### src/rtl/bcd_alu_pkg.sv
// Package with opcodes, flag positions, corrections and cycle counts for the adjust/decrement ALU
package bcd_alu_pkg;
  // Opcodes: direct form first, indirect form second
  localparam logic [7:0] OPC_ADJ_DIRECT   = 8'h40;
  localparam logic [7:0] OPC_ADJ_INDIRECT = 8'h41;
  localparam logic [7:0] OPC_DEC_DIRECT   = 8'h00;
  localparam logic [7:0] OPC_DEC_INDIRECT = 8'h01;
  localparam logic [7:0] OPC_WORD_DECREMENT_OP_PAIR    = 8'h80;
  localparam logic [7:0] OPC_WORD_DECREMENT_OP_IND     = 8'h81;
  // Cycle counts per operation
  localparam logic [3:0] CYC_BYTE_OP = 4'h4;
  localparam logic [3:0] CYC_WORD_OP = 4'h8;
  // Flag register bit positions
  localparam int FLAG_C = 7;
  localparam int FLAG_Z = 6;
  localparam int FLAG_S = 5;
  localparam int FLAG_V = 4;
  localparam int FLAG_D = 3;
  localparam int FLAG_H = 2;
  // Decimal correction values
  localparam logic [7:0] CORR_NONE    = 8'h00;
  localparam logic [7:0] CORR_ADD_LO  = 8'h06;
  localparam logic [7:0] CORR_ADD_HI  = 8'h60;
  localparam logic [7:0] CORR_ADD_BTH = 8'h66;
  localparam logic [7:0] CORR_SUB_LO  = 8'hFA;
  localparam logic [7:0] CORR_SUB_HI  = 8'hA0;
  localparam logic [7:0] CORR_SUB_BTH = 8'h9A;
  // Nibble thresholds
  localparam logic [3:0] NIB_NINE  = 4'h9;
  localparam logic [3:0] NIB_EIGHT = 4'h8;
  // Reset value of the flag register
  localparam logic [7:0] FLAGS_RESET = 8'h00;
  typedef enum logic [1:0] {OP_ADJ, OP_DEC, OP_WORD_DECREMENT_OP} op_e;
endpackage

### src/rtl/bcd_correction.sv
// Combinational decimal-adjust correction selector
`timescale 1ns/1ps
module bcd_correction
  import bcd_alu_pkg::*;
(
  input  wire logic [7:0] i_value,
  input  wire logic       i_carry,
  input  wire logic       i_half,
  input  wire logic       i_subtract,
  output logic      [7:0] o_corr,
  output logic            o_carry
);
  logic lo_fix;
  logic hi_fix;
  logic lo_big;

  // Choose correction; the decimal-mode flag tells add from subtract
  always_comb begin
    lo_big = i_value[3:0] > NIB_NINE;
    lo_fix = lo_big || i_half;
    hi_fix = i_carry || (i_value[7:4] > NIB_NINE) || ((i_value[7:4] > NIB_EIGHT) && lo_big);
    if (!i_subtract) begin
      o_corr  = lo_fix ? (hi_fix ? CORR_ADD_BTH : CORR_ADD_LO)
                       : (hi_fix ? CORR_ADD_HI  : CORR_NONE);
      o_carry = hi_fix;
    end else begin
      // Only the flags pick the subtract correction; digits are assumed valid
      o_corr  = i_half ? (i_carry ? CORR_SUB_BTH : CORR_SUB_LO)
                       : (i_carry ? CORR_SUB_HI  : CORR_NONE);
      o_carry = i_carry;
    end
  end
endmodule // bcd_correction

### src/rtl/pair_decrement.sv
// Parameterised decrement with zero, sign and signed-overflow flags
`timescale 1ns/1ps
module pair_decrement #(
  parameter int WIDTH = 8
) (
  input  wire logic [WIDTH-1:0] i_value,
  output logic      [WIDTH-1:0] o_value,
  output logic                  o_zero,
  output logic                  o_sign,
  output logic                  o_ovf
);
  // Overflow only when the most negative value steps down to the most positive one
  always_comb begin
    o_value = i_value - {{(WIDTH-1){1'b0}}, 1'b1};
    o_zero  = (o_value == '0);
    o_sign  = o_value[WIDTH-1];
    o_ovf   = !i_value[WIDTH-1] ? 1'b0 : !o_value[WIDTH-1];
  end
endmodule // pair_decrement

### src/rtl/bcd_adjust_and_decrement_alu.sv
// Adjust/decrement ALU: decimal adjust, byte decrement and word decrement with flag update
`timescale 1ns/1ps
module bcd_adjust_and_decrement_alu
  import bcd_alu_pkg::*;
(
  input  wire logic       i_clock,
  input  wire logic       i_sys_rst,
  input  wire logic       i_start,
  input  wire logic [7:0] i_opcode,
  input  wire logic [7:0] i_dst_addr,
  input  wire logic [7:0] i_operand_hi,
  input  wire logic [7:0] i_operand_lo,
  input  wire logic [7:0] i_flags,
  output logic            o_busy,
  output logic            o_done,
  output logic            o_write_lo,
  output logic            o_write_hi,
  output logic      [7:0] o_addr,
  output logic      [7:0] o_result_hi,
  output logic      [7:0] o_result_lo,
  output logic      [7:0] o_flags,
  output logic            o_indirect,
  output logic            o_illegal
);
  typedef enum logic [1:0] {ST_IDLE, ST_RUN} state_e;

  state_e     state;
  op_e        op;
  logic [3:0] cycle_cnt;
  logic [7:0] in_hi;
  logic [7:0] in_lo;
  logic [7:0] in_flags;
  logic [7:0] adj_corr;
  logic       adj_carry;
  logic [7:0] adj_value;
  logic [7:0] dec8_value;
  logic       dec8_z;
  logic       dec8_s;
  logic       dec8_v;
  logic [15:0] dec16_value;
  logic       dec16_z;
  logic       dec16_s;
  logic       dec16_v;
  logic       opc_known;
  op_e        next_op;
  logic [3:0] next_len;
  logic       next_ind;
  logic [7:0] next_flags;

  // Decode the opcode pair into an operation, its length and addressing form
  always_comb begin
    opc_known = 1'b1;
    next_op   = OP_ADJ;
    next_len  = CYC_BYTE_OP;
    next_ind  = i_opcode[0];
    unique case (i_opcode)
      OPC_ADJ_DIRECT, OPC_ADJ_INDIRECT: next_op = OP_ADJ;
      OPC_DEC_DIRECT, OPC_DEC_INDIRECT: next_op = OP_DEC;
      OPC_WORD_DECREMENT_OP_PAIR, OPC_WORD_DECREMENT_OP_IND: begin
        next_op  = OP_WORD_DECREMENT_OP;
        next_len = CYC_WORD_OP;
      end
      default: opc_known = 1'b0;
    endcase
  end

  // Correction selection; inputs are the latched operand and flags
  bcd_correction u_corr (
    .i_value    (in_lo),
    .i_carry    (in_flags[FLAG_C]),
    .i_half     (in_flags[FLAG_H]),
    .i_subtract (in_flags[FLAG_D]),
    .o_corr     (adj_corr),
    .o_carry    (adj_carry)
  );

  // Adjusted byte; an invalid BCD input just gives whatever the sum yields
  assign adj_value = in_lo + adj_corr;

  pair_decrement #(.WIDTH(8)) u_dec8 (
    .i_value (in_lo),
    .o_value (dec8_value),
    .o_zero  (dec8_z),
    .o_sign  (dec8_s),
    .o_ovf   (dec8_v)
  );

  pair_decrement #(.WIDTH(16)) u_dec16 (
    .i_value ({in_hi, in_lo}),
    .o_value (dec16_value),
    .o_zero  (dec16_z),
    .o_sign  (dec16_s),
    .o_ovf   (dec16_v)
  );

  // Flag result per operation; untouched flags pass through
  always_comb begin
    next_flags = in_flags;
    unique case (op)
      OP_ADJ: begin
        next_flags[FLAG_C] = adj_carry;
        next_flags[FLAG_Z] = (adj_value == 8'h00);
        next_flags[FLAG_S] = adj_value[7];
        // Overflow left as it was: undefined by the architecture
      end
      OP_DEC: begin
        next_flags[FLAG_Z] = dec8_z;
        next_flags[FLAG_S] = dec8_s;
        next_flags[FLAG_V] = dec8_v;
      end
      OP_WORD_DECREMENT_OP: begin
        // Zero is computed honestly from all 16 bits, though software should not lean on it
        next_flags[FLAG_Z] = dec16_z;
        next_flags[FLAG_S] = dec16_s;
        next_flags[FLAG_V] = dec16_v;
      end
      default: next_flags = in_flags;
    endcase
  end

  // Sequencer: latch operands on start, count the documented cycles, then write back
  always_ff @(posedge i_clock) begin
    if (i_sys_rst) begin
      state     <= ST_IDLE;
      op        <= OP_ADJ;
      cycle_cnt <= 4'h0;
      in_hi     <= 8'h00;
      in_lo     <= 8'h00;
      in_flags  <= FLAGS_RESET;
    end else begin
      unique case (state)
        ST_IDLE: begin
          if (i_start && opc_known) begin
            state     <= ST_RUN;
            op        <= next_op;
            cycle_cnt <= next_len - 4'h2;
            in_hi     <= i_operand_hi;
            in_lo     <= i_operand_lo;
            in_flags  <= i_flags;
          end
        end
        ST_RUN: begin
          if (cycle_cnt == 4'h0) begin
            state <= ST_IDLE;
          end else begin
            cycle_cnt <= cycle_cnt - 4'h1;
          end
        end
        default: state <= ST_IDLE;
      endcase
    end
  end

  // Address and form, captured at start so the write goes back to the same place
  always_ff @(posedge i_clock) begin
    if (i_sys_rst) begin
      o_addr     <= 8'h00;
      o_indirect <= 1'b0;
    end else if (state == ST_IDLE && i_start && opc_known) begin
      // Word form forces the pair base even; an odd name is a software fault
      o_addr     <= (next_op == OP_WORD_DECREMENT_OP) ? {i_dst_addr[7:1], 1'b0} : i_dst_addr;
      o_indirect <= next_ind;
    end
  end

  // Busy is high from the cycle after the start edge up to, but not in, the done cycle
  always_ff @(posedge i_clock) begin
    if (i_sys_rst) begin
      o_busy <= 1'b0;
    end else begin
      o_busy <= (state == ST_IDLE) ? (i_start && opc_known) : (cycle_cnt != 4'h0);
    end
  end

  // Unknown opcodes are flagged for one cycle and otherwise ignored
  always_ff @(posedge i_clock) begin
    if (i_sys_rst) begin
      o_illegal <= 1'b0;
    end else begin
      o_illegal <= (state == ST_IDLE) && i_start && !opc_known;
    end
  end

  // Result, write strobes and flags presented together with done
  always_ff @(posedge i_clock) begin
    if (i_sys_rst) begin
      o_done      <= 1'b0;
      o_write_lo  <= 1'b0;
      o_write_hi  <= 1'b0;
      o_result_hi <= 8'h00;
      o_result_lo <= 8'h00;
      o_flags     <= FLAGS_RESET;
    end else begin
      o_done     <= 1'b0;
      o_write_lo <= 1'b0;
      o_write_hi <= 1'b0;
      if (state == ST_RUN && cycle_cnt == 4'h0) begin
        o_done  <= 1'b1;
        o_flags <= next_flags;
        unique case (op)
          OP_ADJ: begin
            o_result_lo <= adj_value;
            o_result_hi <= in_hi;
            o_write_lo  <= 1'b1;
          end
          OP_DEC: begin
            o_result_lo <= dec8_value;
            o_result_hi <= in_hi;
            o_write_lo  <= 1'b1;
          end
          OP_WORD_DECREMENT_OP: begin
            // High byte sits at the even address, low byte at the next
            o_result_hi <= dec16_value[15:8];
            o_result_lo <= dec16_value[7:0];
            o_write_hi  <= 1'b1;
            o_write_lo  <= 1'b1;
          end
          default: o_write_lo <= 1'b0;
        endcase
      end
    end
  end

  // Checks
  // Done is sampled high four edges after the start edge; the start cycle is the first of four
  property p_byte_len;
    @(posedge i_clock) disable iff (i_sys_rst)
      (state == ST_IDLE && i_start && opc_known && next_op != OP_WORD_DECREMENT_OP)
      |-> ##1 !o_done [*3] ##1 o_done;
  endproperty
  a_byte_len: assert property (p_byte_len)
    else $error("byte op did not finish in four cycles");
  // Repetition starts one edge late so a back-to-back done of the previous op is not blamed
  property p_word_len;
    @(posedge i_clock) disable iff (i_sys_rst)
      (state == ST_IDLE && i_start && opc_known && next_op == OP_WORD_DECREMENT_OP)
      |-> ##1 !o_done [*7] ##1 o_done;
  endproperty
  a_word_len: assert property (p_word_len)
    else $error("word op did not finish in eight cycles");
  property p_busy;
    @(posedge i_clock) disable iff (i_sys_rst)
      (state == ST_IDLE && i_start && opc_known) |-> ##1 o_busy;
  endproperty
  a_busy: assert property (p_busy)
    else $error("busy not raised after a taken start");
  property p_illegal;
    @(posedge i_clock) disable iff (i_sys_rst)
      (state == ST_IDLE && i_start && !opc_known) |-> ##1 (o_illegal && !o_busy);
  endproperty
  a_illegal: assert property (p_illegal)
    else $error("unknown opcode not refused");
  property p_flags_keep;
    @(posedge i_clock) disable iff (i_sys_rst)
      o_done |-> (o_flags[FLAG_D] == in_flags[FLAG_D] && o_flags[FLAG_H] == in_flags[FLAG_H]);
  endproperty
  a_flags_keep: assert property (p_flags_keep)
    else $error("D or H flag changed");
  property p_dec_carry;
    @(posedge i_clock) disable iff (i_sys_rst)
      (o_done && op != OP_ADJ) |-> o_flags[FLAG_C] == in_flags[FLAG_C];
  endproperty
  a_dec_carry: assert property (p_dec_carry)
    else $error("decrement changed carry");
  property p_dec_val;
    @(posedge i_clock) disable iff (i_sys_rst)
      (o_done && op == OP_DEC) |-> (o_result_lo == 8'(in_lo - 8'h01) && !o_write_hi);
  endproperty
  a_dec_val: assert property (p_dec_val)
    else $error("byte decrement wrong");
  property p_word_decrement_op_val;
    @(posedge i_clock) disable iff (i_sys_rst)
      (o_done && op == OP_WORD_DECREMENT_OP)
      |-> ({o_result_hi, o_result_lo} == 16'({in_hi, in_lo} - 16'h0001));
  endproperty
  a_word_decrement_op_val: assert property (p_word_decrement_op_val)
    else $error("word decrement wrong");
  property p_word_decrement_op_zero;
    @(posedge i_clock) disable iff (i_sys_rst)
      (o_done && op == OP_WORD_DECREMENT_OP) |-> o_flags[FLAG_Z] == ({o_result_hi, o_result_lo} == 16'h0000);
  endproperty
  a_word_decrement_op_zero: assert property (p_word_decrement_op_zero)
    else $error("word zero flag wrong");
  property p_adj_zero;
    @(posedge i_clock) disable iff (i_sys_rst)
      (o_done && op == OP_ADJ) |-> (o_flags[FLAG_Z] == (o_result_lo == 8'h00)
                                    && o_flags[FLAG_S] == o_result_lo[7]);
  endproperty
  a_adj_zero: assert property (p_adj_zero)
    else $error("adjust zero or sign wrong");
  property p_adj_add;
    @(posedge i_clock) disable iff (i_sys_rst)
      (o_done && op == OP_ADJ && !in_flags[FLAG_D] && in_flags[FLAG_C]) |-> o_flags[FLAG_C];
  endproperty
  a_adj_add: assert property (p_adj_add)
    else $error("add adjust lost carry");
  property p_adj_sub;
    @(posedge i_clock) disable iff (i_sys_rst)
      (o_done && op == OP_ADJ && in_flags[FLAG_D] && !in_flags[FLAG_C] && !in_flags[FLAG_H])
      |-> o_result_lo == in_lo;
  endproperty
  a_adj_sub: assert property (p_adj_sub)
    else $error("subtract adjust without flags changed value");
  property p_word_even;
    @(posedge i_clock) disable iff (i_sys_rst)
      (o_done && op == OP_WORD_DECREMENT_OP) |-> !o_addr[0];
  endproperty
  a_word_even: assert property (p_word_even)
    else $error("word pair address odd");
  c_adj: cover property (@(posedge i_clock) o_done && op == OP_ADJ);
  c_dec: cover property (@(posedge i_clock) o_done && op == OP_DEC && o_flags[FLAG_V]);
  c_word_decrement_op: cover property (@(posedge i_clock) o_done && op == OP_WORD_DECREMENT_OP && o_flags[FLAG_Z]);
endmodule // bcd_adjust_and_decrement_alu

### config.mk
export PLATFORM = sky130hd
export DESIGN_NAME = bcd_adjust_and_decrement_alu
export DESIGN_NICKNAME = d
export VERILOG_FILES = /design/src/rtl/bcd_alu_pkg.sv /design/src/rtl/bcd_correction.sv /design/src/rtl/pair_decrement.sv /design/src/rtl/bcd_adjust_and_decrement_alu.sv
export SDC_FILE = /design/constraint.sdc
export NUM_CORES = 1
export LEC_CHECK = 0
export ABC_AREA = 1
export ABC_CLOCK_PERIOD_IN_PS = 4430
export BUFFER_PORTS_ARGS = -buffer_cell sky130_fd_sc_hd__buf_2
export CAP_MARGIN = 25
export CORE_MARGIN = 2
export CORE_UTILIZATION = 58
export DETAILED_ROUTE_END_ITERATION = 8
export GPL_TIMING_DRIVEN = 0
export PLACE_DENSITY_LB_ADDON = 0.1
export SLEW_MARGIN = 10
export SYNTH_ARGS = -nofsm -noshare
export SYNTH_HDL_FRONTEND = slang
export SYNTH_SLANG_ARGS = --single-unit
### constraint.sdc
create_clock -name i_clock -period 4.43 [get_ports i_clock]
set_input_delay 0.886 -clock i_clock [delete_from_list [all_inputs] [get_ports i_clock]]
set_output_delay 0.886 -clock i_clock [all_outputs]
set_load 0.01 [all_outputs]
==> out/metrics.yaml, run 1 <==
clocking:
  htree_levels: 3
  cts.sinks: 69
  numCtsBuffers: 9
  cts_root_buf: "clkbuf_8"
  holdBufCountCts: 0
  clkTransAtPathRegs_ps: 80
  post_cts_buffers: 0
  clock_path_buffers: 2
  cts_resized: 0
  worstSkewPairLatency_ps: 350
  cts_tree: "built"
synthesis:
  seq_area_frac_synth_pct: 39.36
  ys_types: 40
  synth_area_um2: 3510
  synth_seq_cells: 69
  synth_nets: 549
  yosys_warnings: 0
  async_reset_ff_share_pct: 0
  synth_ff_type: "dfxtp_1"
  avgSynthCellArea_um2: 7.207
  synthCells: 487
  synth_edf_count: 0
timing:
  clock_skew_ps: 9.549
  max_slew_margin_pct: 59.46
  worst_pin_slew_ps: 608.1
  timing.final.crit_period_ps: 3213
  hold_viol_final: 0
  clock.fmax_mhz: 311.2
  drv_slew: 0
  rsz0062_at_grt: "false"
  setup_viol: 0
  final.period_utilization_pct: 72.53
  tns_ps: 0
finish:
  nNetsFinal: 640
  final_cell_mix: "buf_2 (83), nand2_1 (81), nor2_1 (70), dfxtp_1 (69), o21ai_0 (54)"
  n_fill_cell: 504
  diodes: 0
  final_common_cell: "buf_2"
  area_growth_pct: 18.47
  drive_gt1_share_pct: 22.03
critical_path:
  worst_ep_arrival_time_ps: 3490
  slowest_delay_ps: 400
  reg2reg_from: "in_lo[0]"
  path_cells: "inv_2 > ha_1 > o21ai_0 > nand2_1 > a21oi_1 > inv_1 > nand2_1 > ha_1 > inv_1 > fa_1 > nand3b_1 > a21oi_1 > nor2_1 > nand2_1 > nand2_2 > inv_2 > nand3_1 > nand2_1 > inv_1 > nand2_1 > nand2_1 > a21oi_2"
  critPathRequiredTime_ps: 4710
  reg2reg_depth: 22
  crit_fanout: 5
  worst-r2r-setup-slack_ps: 1220
  cp_common_cell: "nand2_1"
  start_kind: "flop"
  worst_path_max_delay_cell: "fa_1"
  worstSetupEndpointType: "flop"
  criticalPathCategory: "reg -> reg"
  reg2reg_to: "o_flags[6]"
power:
  p_total_mw: 1.170
  ir_drop_mv: 0.1752
  p_per_area_nw_per_um2: 281.3
  leakagePower_nw: 1.994
die:
  dieArea_um2: 6690
  ios: 81
  start_util_pct: 59.63
  rows: 28
  die_x_um: 81.79
  die_h_um: 81.79
  core_area_um2: 5886
job:
  max_cap_violations: 0
outcome:
  status: "finished, final reports clean"
hold_path:
  hold_class: "reg -> reg"
  hp-start: "in_flags[0]"
  min_to: "o_flags[0]"
  hold_depth: 2
global_routing:
  grt_overflow: 0
  grt_pass1_wl_mm: 14.78
  first_global_vias: 3236
  grt_use_total_pct: 29.18
  antenna_found_initial: 0
  grt_max_degree: 12
routing:
  drc_errors: 0
  vias: 3590
  wire_per_inst_um: 14.23
  postRouteWirelength_mm: 9.338
  ant_nets: 0
  first_pass_iters: 5
  viasPerCell: 5.473
  drt-initial-drc-count: 189
place:
  io_buffers: 80
  dp_hpwl_mm: 6.860
  gp_congestion: 0.9055
[registers in the layout, indices dropped and copies added (netlist names)]
name	flops
in_flags	8
in_hi	8
in_lo	8
o_addr	8
o_flags	8
o_result_hi	8
o_result_lo	8
cycle_cnt	4
op	2
o_busy	1
o_done	1
o_illegal	1
o_indirect	1
o_write_hi	1
o_write_lo	1
state	1
[cell families after synthesis]
kind of cell / Yosys count / synth area share [%]
AND/OR/NAND/NOR: 195 / 23.85
AO/OA/AOI/OAI: 122 / 18.89
buffers and inverters: 70 / 7.914
flip-flops: 69 / 39.36
adder cells (fa/ha/maj): 19 / 6.988
XOR/XNOR: 12 / 2.995
[area by class of cell]
type | count | area, µm² | area share (%)
Timing Repair Buffer | 80 | 400.4 | 9.630
Sequential cell | 69 | 1381 | 33.22
Buffer | 20 | 90.09 | 2.167
Tap cell | 75 | 93.84 | 2.257
Clock buffer | 9 | 123.9 | 2.979
Clock inverter | 5 | 30.03 | 0.7222
Multi-Input combinational cell | 348 | 1851 | 44.51
Inverter | 50 | 187.7 | 4.514
[worst max path at each step]
stage	to	from	slack, ps
floorplan	o_flags[6]	in_lo[1]	1680
global placement	o_flags[6]	in_lo[1]	1350
detailed placement	o_flags[6]	in_lo[1]	1310
global route	o_flags[6]	in_lo[0]	890
CTS	o_flags[6]	in_lo[1]	1270
finish	o_flags[6]	in_lo[0]	1220
[cells in the mapped netlist (4+ instances only)]
cell	count	area, µm²
xor2_1	8	70.07
nand3_1	14	70.07
xnor2_1	4	35.03
o21ai_0	54	270.3
nand2_1	81	304.0
o211ai_1	4	30.03
nor2_2	8	50.05
clkbuf_1	13	48.80
dfxtp_1	69	1381
nor3_1	7	35.03
a31oi_1	4	25.02
inv_2	7	26.28
nor2_1	70	262.8
ha_1	18	225.2
a21oi_1	46	230.2
inv_1	42	157.7
[critical path: cells and delay by family, from the launching register on]
kind / cells / cell delay [ps]
AND/OR/NAND/NOR: 10 / 850
AO/OA/AOI/OAI: 4 / 760
adder cells (fa/ha/maj): 3 / 800
flip-flops: 1 / 390
buffers and inverters: 5 / 350
[per-layer routing]
metal	vias up	global-route usage [%]	part of all wire, %
met4	0	12.67	2.4
met3	24	6.154	7.3
li1	1786	-	-
met2	141	47.89	48
met1	1639	36.93	43
met5	-	0	0
[metrics by stage]
stage          hold slack [ps]  setup WS [ps]  instances  utilization, %  instance area (µm²)
2_1_floorplan            440.2           1681        487               -                 3510
3_3_place_gp             448.8           1353        642           68.03                 4004
3_5_place_dp             450.9           1305        642           68.03                 4004
4_1_cts                  461.1           1269        656           70.64                 4158
5_1_grt                  484.1          891.2        656           70.64                 4158
6_report                 462.3           1217        656           70.64                 4158
[where the power goes]
group	total, mW	internal [mW]	switching (mW)
Sequential	0.632	0.627	0.00529
Combinational	0.104	0.0417	0.0623
Clock	0.433	0.193	0.240
No activity file was read; power rests on OpenSTA's default activity.
==> inputs of run 2 (changes only) <==
ABC_AREA = 0   (was 1)
ABC_CLOCK_PERIOD_IN_PS = 3200   (was 4430)
CORE_UTILIZATION = 54   (was 58)
clock period = 3.2 ns   (was 4.43 ns; I/O delays follow)
==> out/metrics.yaml, run 2 <==
finish:
  multi_input_area_um2: 1921
  final_cell_mix: "buf_2 (86), nand2_1 (82), dfxtp_1 (67), a21oi_1 (48), nor2_1 (41)"
  nNetsFinal: 586
  diodes: 0
  finalNonFillerCells: 606
  drive_gt1_share_pct: 24.20
  area_growth_pct: 20.92
  n_fill_cell: 598
  seqCellArea_um2: 1389
  final_common_cell: "buf_2"
hold_path:
  hp-start: "o_addr[6]"
  hold_depth: 2
  hold_class: "reg -> reg"
  min_to: "o_addr[6]"
clocking:
  cts_tree: "built"
  htree_levels: 3
  clkTransAtPathRegs_ps: 80
  cts_root_buf: "clkbuf_8"
  cts.sinks: 69
  clock_path_buffers: 2
  holdBufCountCts: 0
  numCtsBuffers: 9
  post_cts_buffers: 0
  worstSkewPairLatency_ps: 370
synthesis:
  yosysTopAreaCellShare_pct: 39.61
  yosys_warnings: 0
  synth_top_area_cell: "dfxtp_1"
  synth_nets: 495
  seq_area_frac_synth_pct: 39.61
  async_reset_ff_share_pct: 0
  ys_types: 61
  synthCells: 433
  synth_area_um2: 3487
  synth_seq_cells: 69
  avgSynthCellArea_um2: 8.053
  synth_common_cells: "nand2_1 (82), dfxtp_1 (69), a21oi_1 (48), nor2_1 (41)"
  ys_top_cells_by_area: "dfxtp_1 (40%), nand2_1 (8.8%), a21oi_1 (6.9%), ha_1 (6.5%), nor2_1 (4.4%)"
  synth_edf_count: 0
  synth.most_common_cell: "nand2_1"
  synth_ff_type: "dfxtp_1"
global_routing:
  grt_pass1_wl_mm: 15.35
  antenna_found_initial: 0
  grt_overflow: 0
  first_global_vias: 3269
  grt_use_total_pct: 26.89
  grt_max_degree: 16
routing:
  ant_nets: 0
  viasPerCell: 5.554
  wire_per_inst_um: 15.14
  postRouteWirelength_mm: 9.174
  drc_errors: 0
  vias: 3366
  maxUsedRoutingLayer: "met4"
  met2_length_mm: 4.392
  first_pass_iters: 4
  route.layer.met1.wl_mm: 4.097
  drt-initial-drc-count: 152
  dr_wl_met3_um: 479
power:
  p_per_area_nw_per_um2: 388.6
  leakagePower_nw: 1.677
  ir_drop_mv: 0.3394
place:
  io_buffers: 80
  place_inst: 590
  gp_congestion: 0.8944
  pre_cts_ws_ps: -63.66
  dp_hpwl_mm: 6.910
timing:
  worst_slack_ps: 287.6
  setup_viol: 0
  final.period_utilization_pct: 91.01
  clock_skew_ps: 13.43
  max_slew_margin_pct: 58.34
  timing.final.crit_period_ps: 2912
  clock.fmax_mhz: 343.4
  worst_hold_slack_ps: 457.8
  drv_slew: 0
  hold_viol_final: 0
  rsz0062_at_grt: "false"
  worst_pin_slew_ps: 624.9
die:
  dieArea_um2: 7117
  ios: 81
  die_x_um: 84.36
  core_area_um2: 6314
  die_h_um: 84.36
  rows: 29
  start_util_pct: 55.23
job:
  max_cap_violations: 0
critical_path:
  reg2reg_to: "o_result_lo[7]"
  reg2reg_depth: 15
  crit_fanout: 8
  worst-r2r-setup-slack_ps: 290
  start_kind: "flop"
  critPathRequiredTime_ps: 3470
  reg2reg_from: "in_lo[1]"
  criticalPathCategory: "reg -> reg"
  worst_ep_arrival_time_ps: 3180
  worstSetupEndpointType: "flop"
outcome:
  status: "finished, final reports clean"
## run 2: timing repair
item,in CTS,in global routing
cloned,0,0
setup endpoints to repair,3,5
resized for setup,2,12
pin swaps,1,2
## run 2: logic make-up after synthesis
group                    share of synthesized area, %
AO/OA/AOI/OAI                                   19.52
XOR/XNOR                                        3.265
adder cells (fa/ha/maj)                         7.033
buffers and inverters                           6.423
flip-flops                                      39.61
multiplexers                                   0.6100
AND/OR/NAND/NOR                                 23.54
## run 2: final cells by class
| type | instances | area share (%) |
|---|---|---|
| Clock inverter | 7 | 1.484 |
| Timing Repair Buffer | 80 | 9.496 |
| Sequential cell | 69 | 32.94 |
| Multi-Input combinational cell | 318 | 45.55 |
| Buffer | 28 | 3.709 |
| Tap cell | 77 | 2.285 |
| Clock buffer | 9 | 2.938 |
| Inverter | 18 | 1.602 |
## run 2: power breakdown
group | switching [mW] | total, mW | internal (mW)
logic | 0.0499 | 0.0884 | 0.0385
clock network | 0.388 | 0.685 | 0.297
registers | 0.00359 | 0.865 | 0.861
total | 0.442 | 1.64 | 1.20
## run 2: how the worst max path moves through the flow
stage                         from        endpoint  slack, ps  depth (start not counted)
after global routing      in_lo[1]      o_flags[5]         30                         15
after global placement    in_lo[0]  o_result_lo[7]         -2                         15
final                     in_lo[1]  o_result_lo[7]        290                         15
after floorplan           in_lo[0]      o_flags[6]        490                         15
after CTS                 in_lo[0]      o_flags[5]         10                         15
after detailed placement  in_lo[0]  o_result_lo[7]        -60                         15
## run 2: metrics by stage
stage                     util (%)  TNS (ps)  area, µm²  power, mW
final                        66.79         0       4217      1.639
after detailed placement     63.10    -165.4       3984     0.9738
after CTS                    66.19         0       4179      1.653
after global routing         66.79         0       4217      1.697
after global placement       63.10    -1.717       3984     0.9718
after floorplan                  -         0       3487     0.9286
## run 2: critical path, cell delays in order, from the launching register on
cell and delay (ps):
dfxtp_4 380, inv_1 130, ha_1 210, nor2_1 70, o21ai_2 140, nor2_1 60
o31a_1 270, nor3_2 150, a21oi_1 80, ha_1 380, o21a_1 130, o31a_1 130
o21ai_1 180, o2bb2ai_2 160, nand2b_1 110, a311oi_1 250
## run 2: routing by layer
layer / GRT usage, % / vias up
li1: - / 1688
met1: 33.74 / 1558
met2: 46.32 / 102
met3: 5.408 / 18
met4: 9.091 / 0
met5: 0 / -
==> inputs of run 3 (changes only) <==
CAP_MARGIN = 30   (was 25)
RECOVER_POWER = 25   (was default)
==> out/metrics.yaml, run 3 (synthesis results as in run 2) <==
place:
  gp_congestion: 0.8944
  place_inst: 590
  io_buffers: 80
  pre_cts_ws_ps: -63.66
  dp_hpwl_mm: 6.910
routing:
  drc_errors: 0
  postRouteWirelength_mm: 9.190
  drt-initial-drc-count: 159
  viasPerCell: 5.548
  wire_per_inst_um: 15.17
  ant_nets: 0
  vias: 3362
  first_pass_iters: 4
critical_path:
  critPathRequiredTime_ps: 3470
  start_kind: "flop"
  worstSetupEndpointType: "flop"
  worst_ep_arrival_time_ps: 3200
  worst-r2r-setup-slack_ps: 270
  path_cells: "inv_1 > ha_1 > nor2_1 > o21ai_2 > nor2_1 > o31a_1 > nor3_2 > a21oi_1 > ha_1 > o21a_1 > o31a_1 > o21ai_1 > o2bb2ai_2 > nand2b_1 > a311oi_1"
  crit_fanout: 8
  slowest_delay_ps: 380
  worst_path_max_delay_cell: "dfxtp_4"
  criticalPathCategory: "reg -> reg"
finish:
  diodes: 0
  final_cell_mix: "nand2_1 (82), dfxtp_1 (67), buf_2 (64), a21oi_1 (48), nor2_1 (42)"
  drive_gt1_share_pct: 19.85
  nNetsFinal: 586
  utilization_pct: 66.23
  area_growth_pct: 19.91
  finalNonFillerCells: 606
  final_common_cell: "nand2_1"
clocking:
  holdBufCountCts: 0
  cts_root_buf: "clkbuf_8"
  worstSkewPairLatency_ps: 370
  cts.sinks: 69
  clkTransAtPathRegs_ps: 80
  numCtsBuffers: 9
  clock_path_buffers: 2
  cts_tree: "built"
  htree_levels: 3
timing:
  rsz0062_at_grt: "false"
  drv_slew: 0
  worst_hold_slack_ps: 459.5
  hold_viol_final: 0
  setup_viol: 0
  clock.fmax_mhz: 341.6
  final.period_utilization_pct: 91.48
  worst_pin_slew_ps: 606.1
  timing.final.crit_period_ps: 2927
  worst_slack_ps: 272.8
  max_slew_margin_pct: 59.59
  clock_skew_ps: 11.72
power:
  internal_power_mw: 1.196
  pwr-share-clk_pct: 41.9
  combPwrFrac_pct: 5.3
  leakagePower_nw: 1.580
  swShare_pct: 27.00
  switchingPower_mw: 0.4423
  ir_drop_mv: 0.3395
  share_seq_of_total_power_pct: 52.8
  p_per_area_nw_per_um2: 391.8
outcome:
  status: "finished, final reports clean"
die:
  dieArea_um2: 7117
  ios: 81
  die_x_um: 84.36
  start_util_pct: 55.23
  rows: 29
  die_h_um: 84.36
  core_area_um2: 6314
global_routing:
  grt_pass1_wl_mm: 15.35
  grt_use_total_pct: 26.89
  antenna_found_initial: 0
  grt_overflow: 0
  grt_max_degree: 16
  first_global_vias: 3269
hold_path:
  hold_class: "reg -> reg"
job:
  max_cap_violations: 0
-- run 3: path summary, 6_finish.rpt --
check            start             end  depth (start not counted)
max           in_lo[1]  o_result_lo[7]                         15
min reg2reg  o_addr[6]       o_addr[6]                          2
max reg2reg   in_lo[1]  o_result_lo[7]                         15
min          o_addr[6]       o_addr[6]                          2
-- run 3: layout make-up --
type | instances | area [µm²]
Clock buffer | 9 | 123.9
Inverter | 18 | 67.56
Timing Repair Buffer | 80 | 372.9
Tap cell | 77 | 96.34
Sequential cell | 69 | 1389
Buffer | 28 | 156.4
Clock inverter | 7 | 62.56
Fill cell | 610 | 2132
Multi-Input combinational cell | 318 | 1913
-- run 3: metrics by stage --
stage          setup TNS (ps)  total power [mW]  instance area (µm²)
2_1_floorplan               0            0.9286                 3487
3_3_place_gp           -1.717            0.9718                 3984
3_5_place_dp           -165.4            0.9738                 3984
4_1_cts                     0             1.653                 4179
5_1_grt                     0             1.696                 4182
6_report                    0             1.638                 4182
-- run 3: what timing repair did --
action,in CTS,in global routing
endpoints found under the setup margin,3,5
gates cloned,0,0
buffers inserted,0,0
pin swaps,1,2
endpoints found under the hold margin,0,0
resized for setup,2,12
-- run 3: worst max-delay path, delay by kind of cell (launching register included) --
kind	cells	cell delay (ps)
adders and majority gates	2	590
and+or+nand+nor	4	390
AOI/OAI and AO/OA	8	1360
DFF	1	380
buffers and inverters	1	130
-- run 3: metal layers --
| metal | global-route usage (%) | up-vias | wire [µm] |
|---|---|---|---|
| met5 | 0 | - | 0 |
| met4 | 9.091 | 0 | 163 |
| met3 | 5.408 | 16 | 446 |
| met2 | 46.32 | 89 | 4427 |
| met1 | 33.74 | 1572 | 4152 |
| li1 | - | 1685 | - |
-- run 3: power by group through the flow --
stage          clock network (mW)  registers, mW  logic (mW)
6_report                    0.686          0.865      0.0871
5_1_grt                     0.734          0.866      0.0966
4_1_cts                     0.698          0.866      0.0878
3_5_place_dp                    0          0.887      0.0872
3_3_place_gp                    0          0.886      0.0853
2_1_floorplan                   0          0.887      0.0412
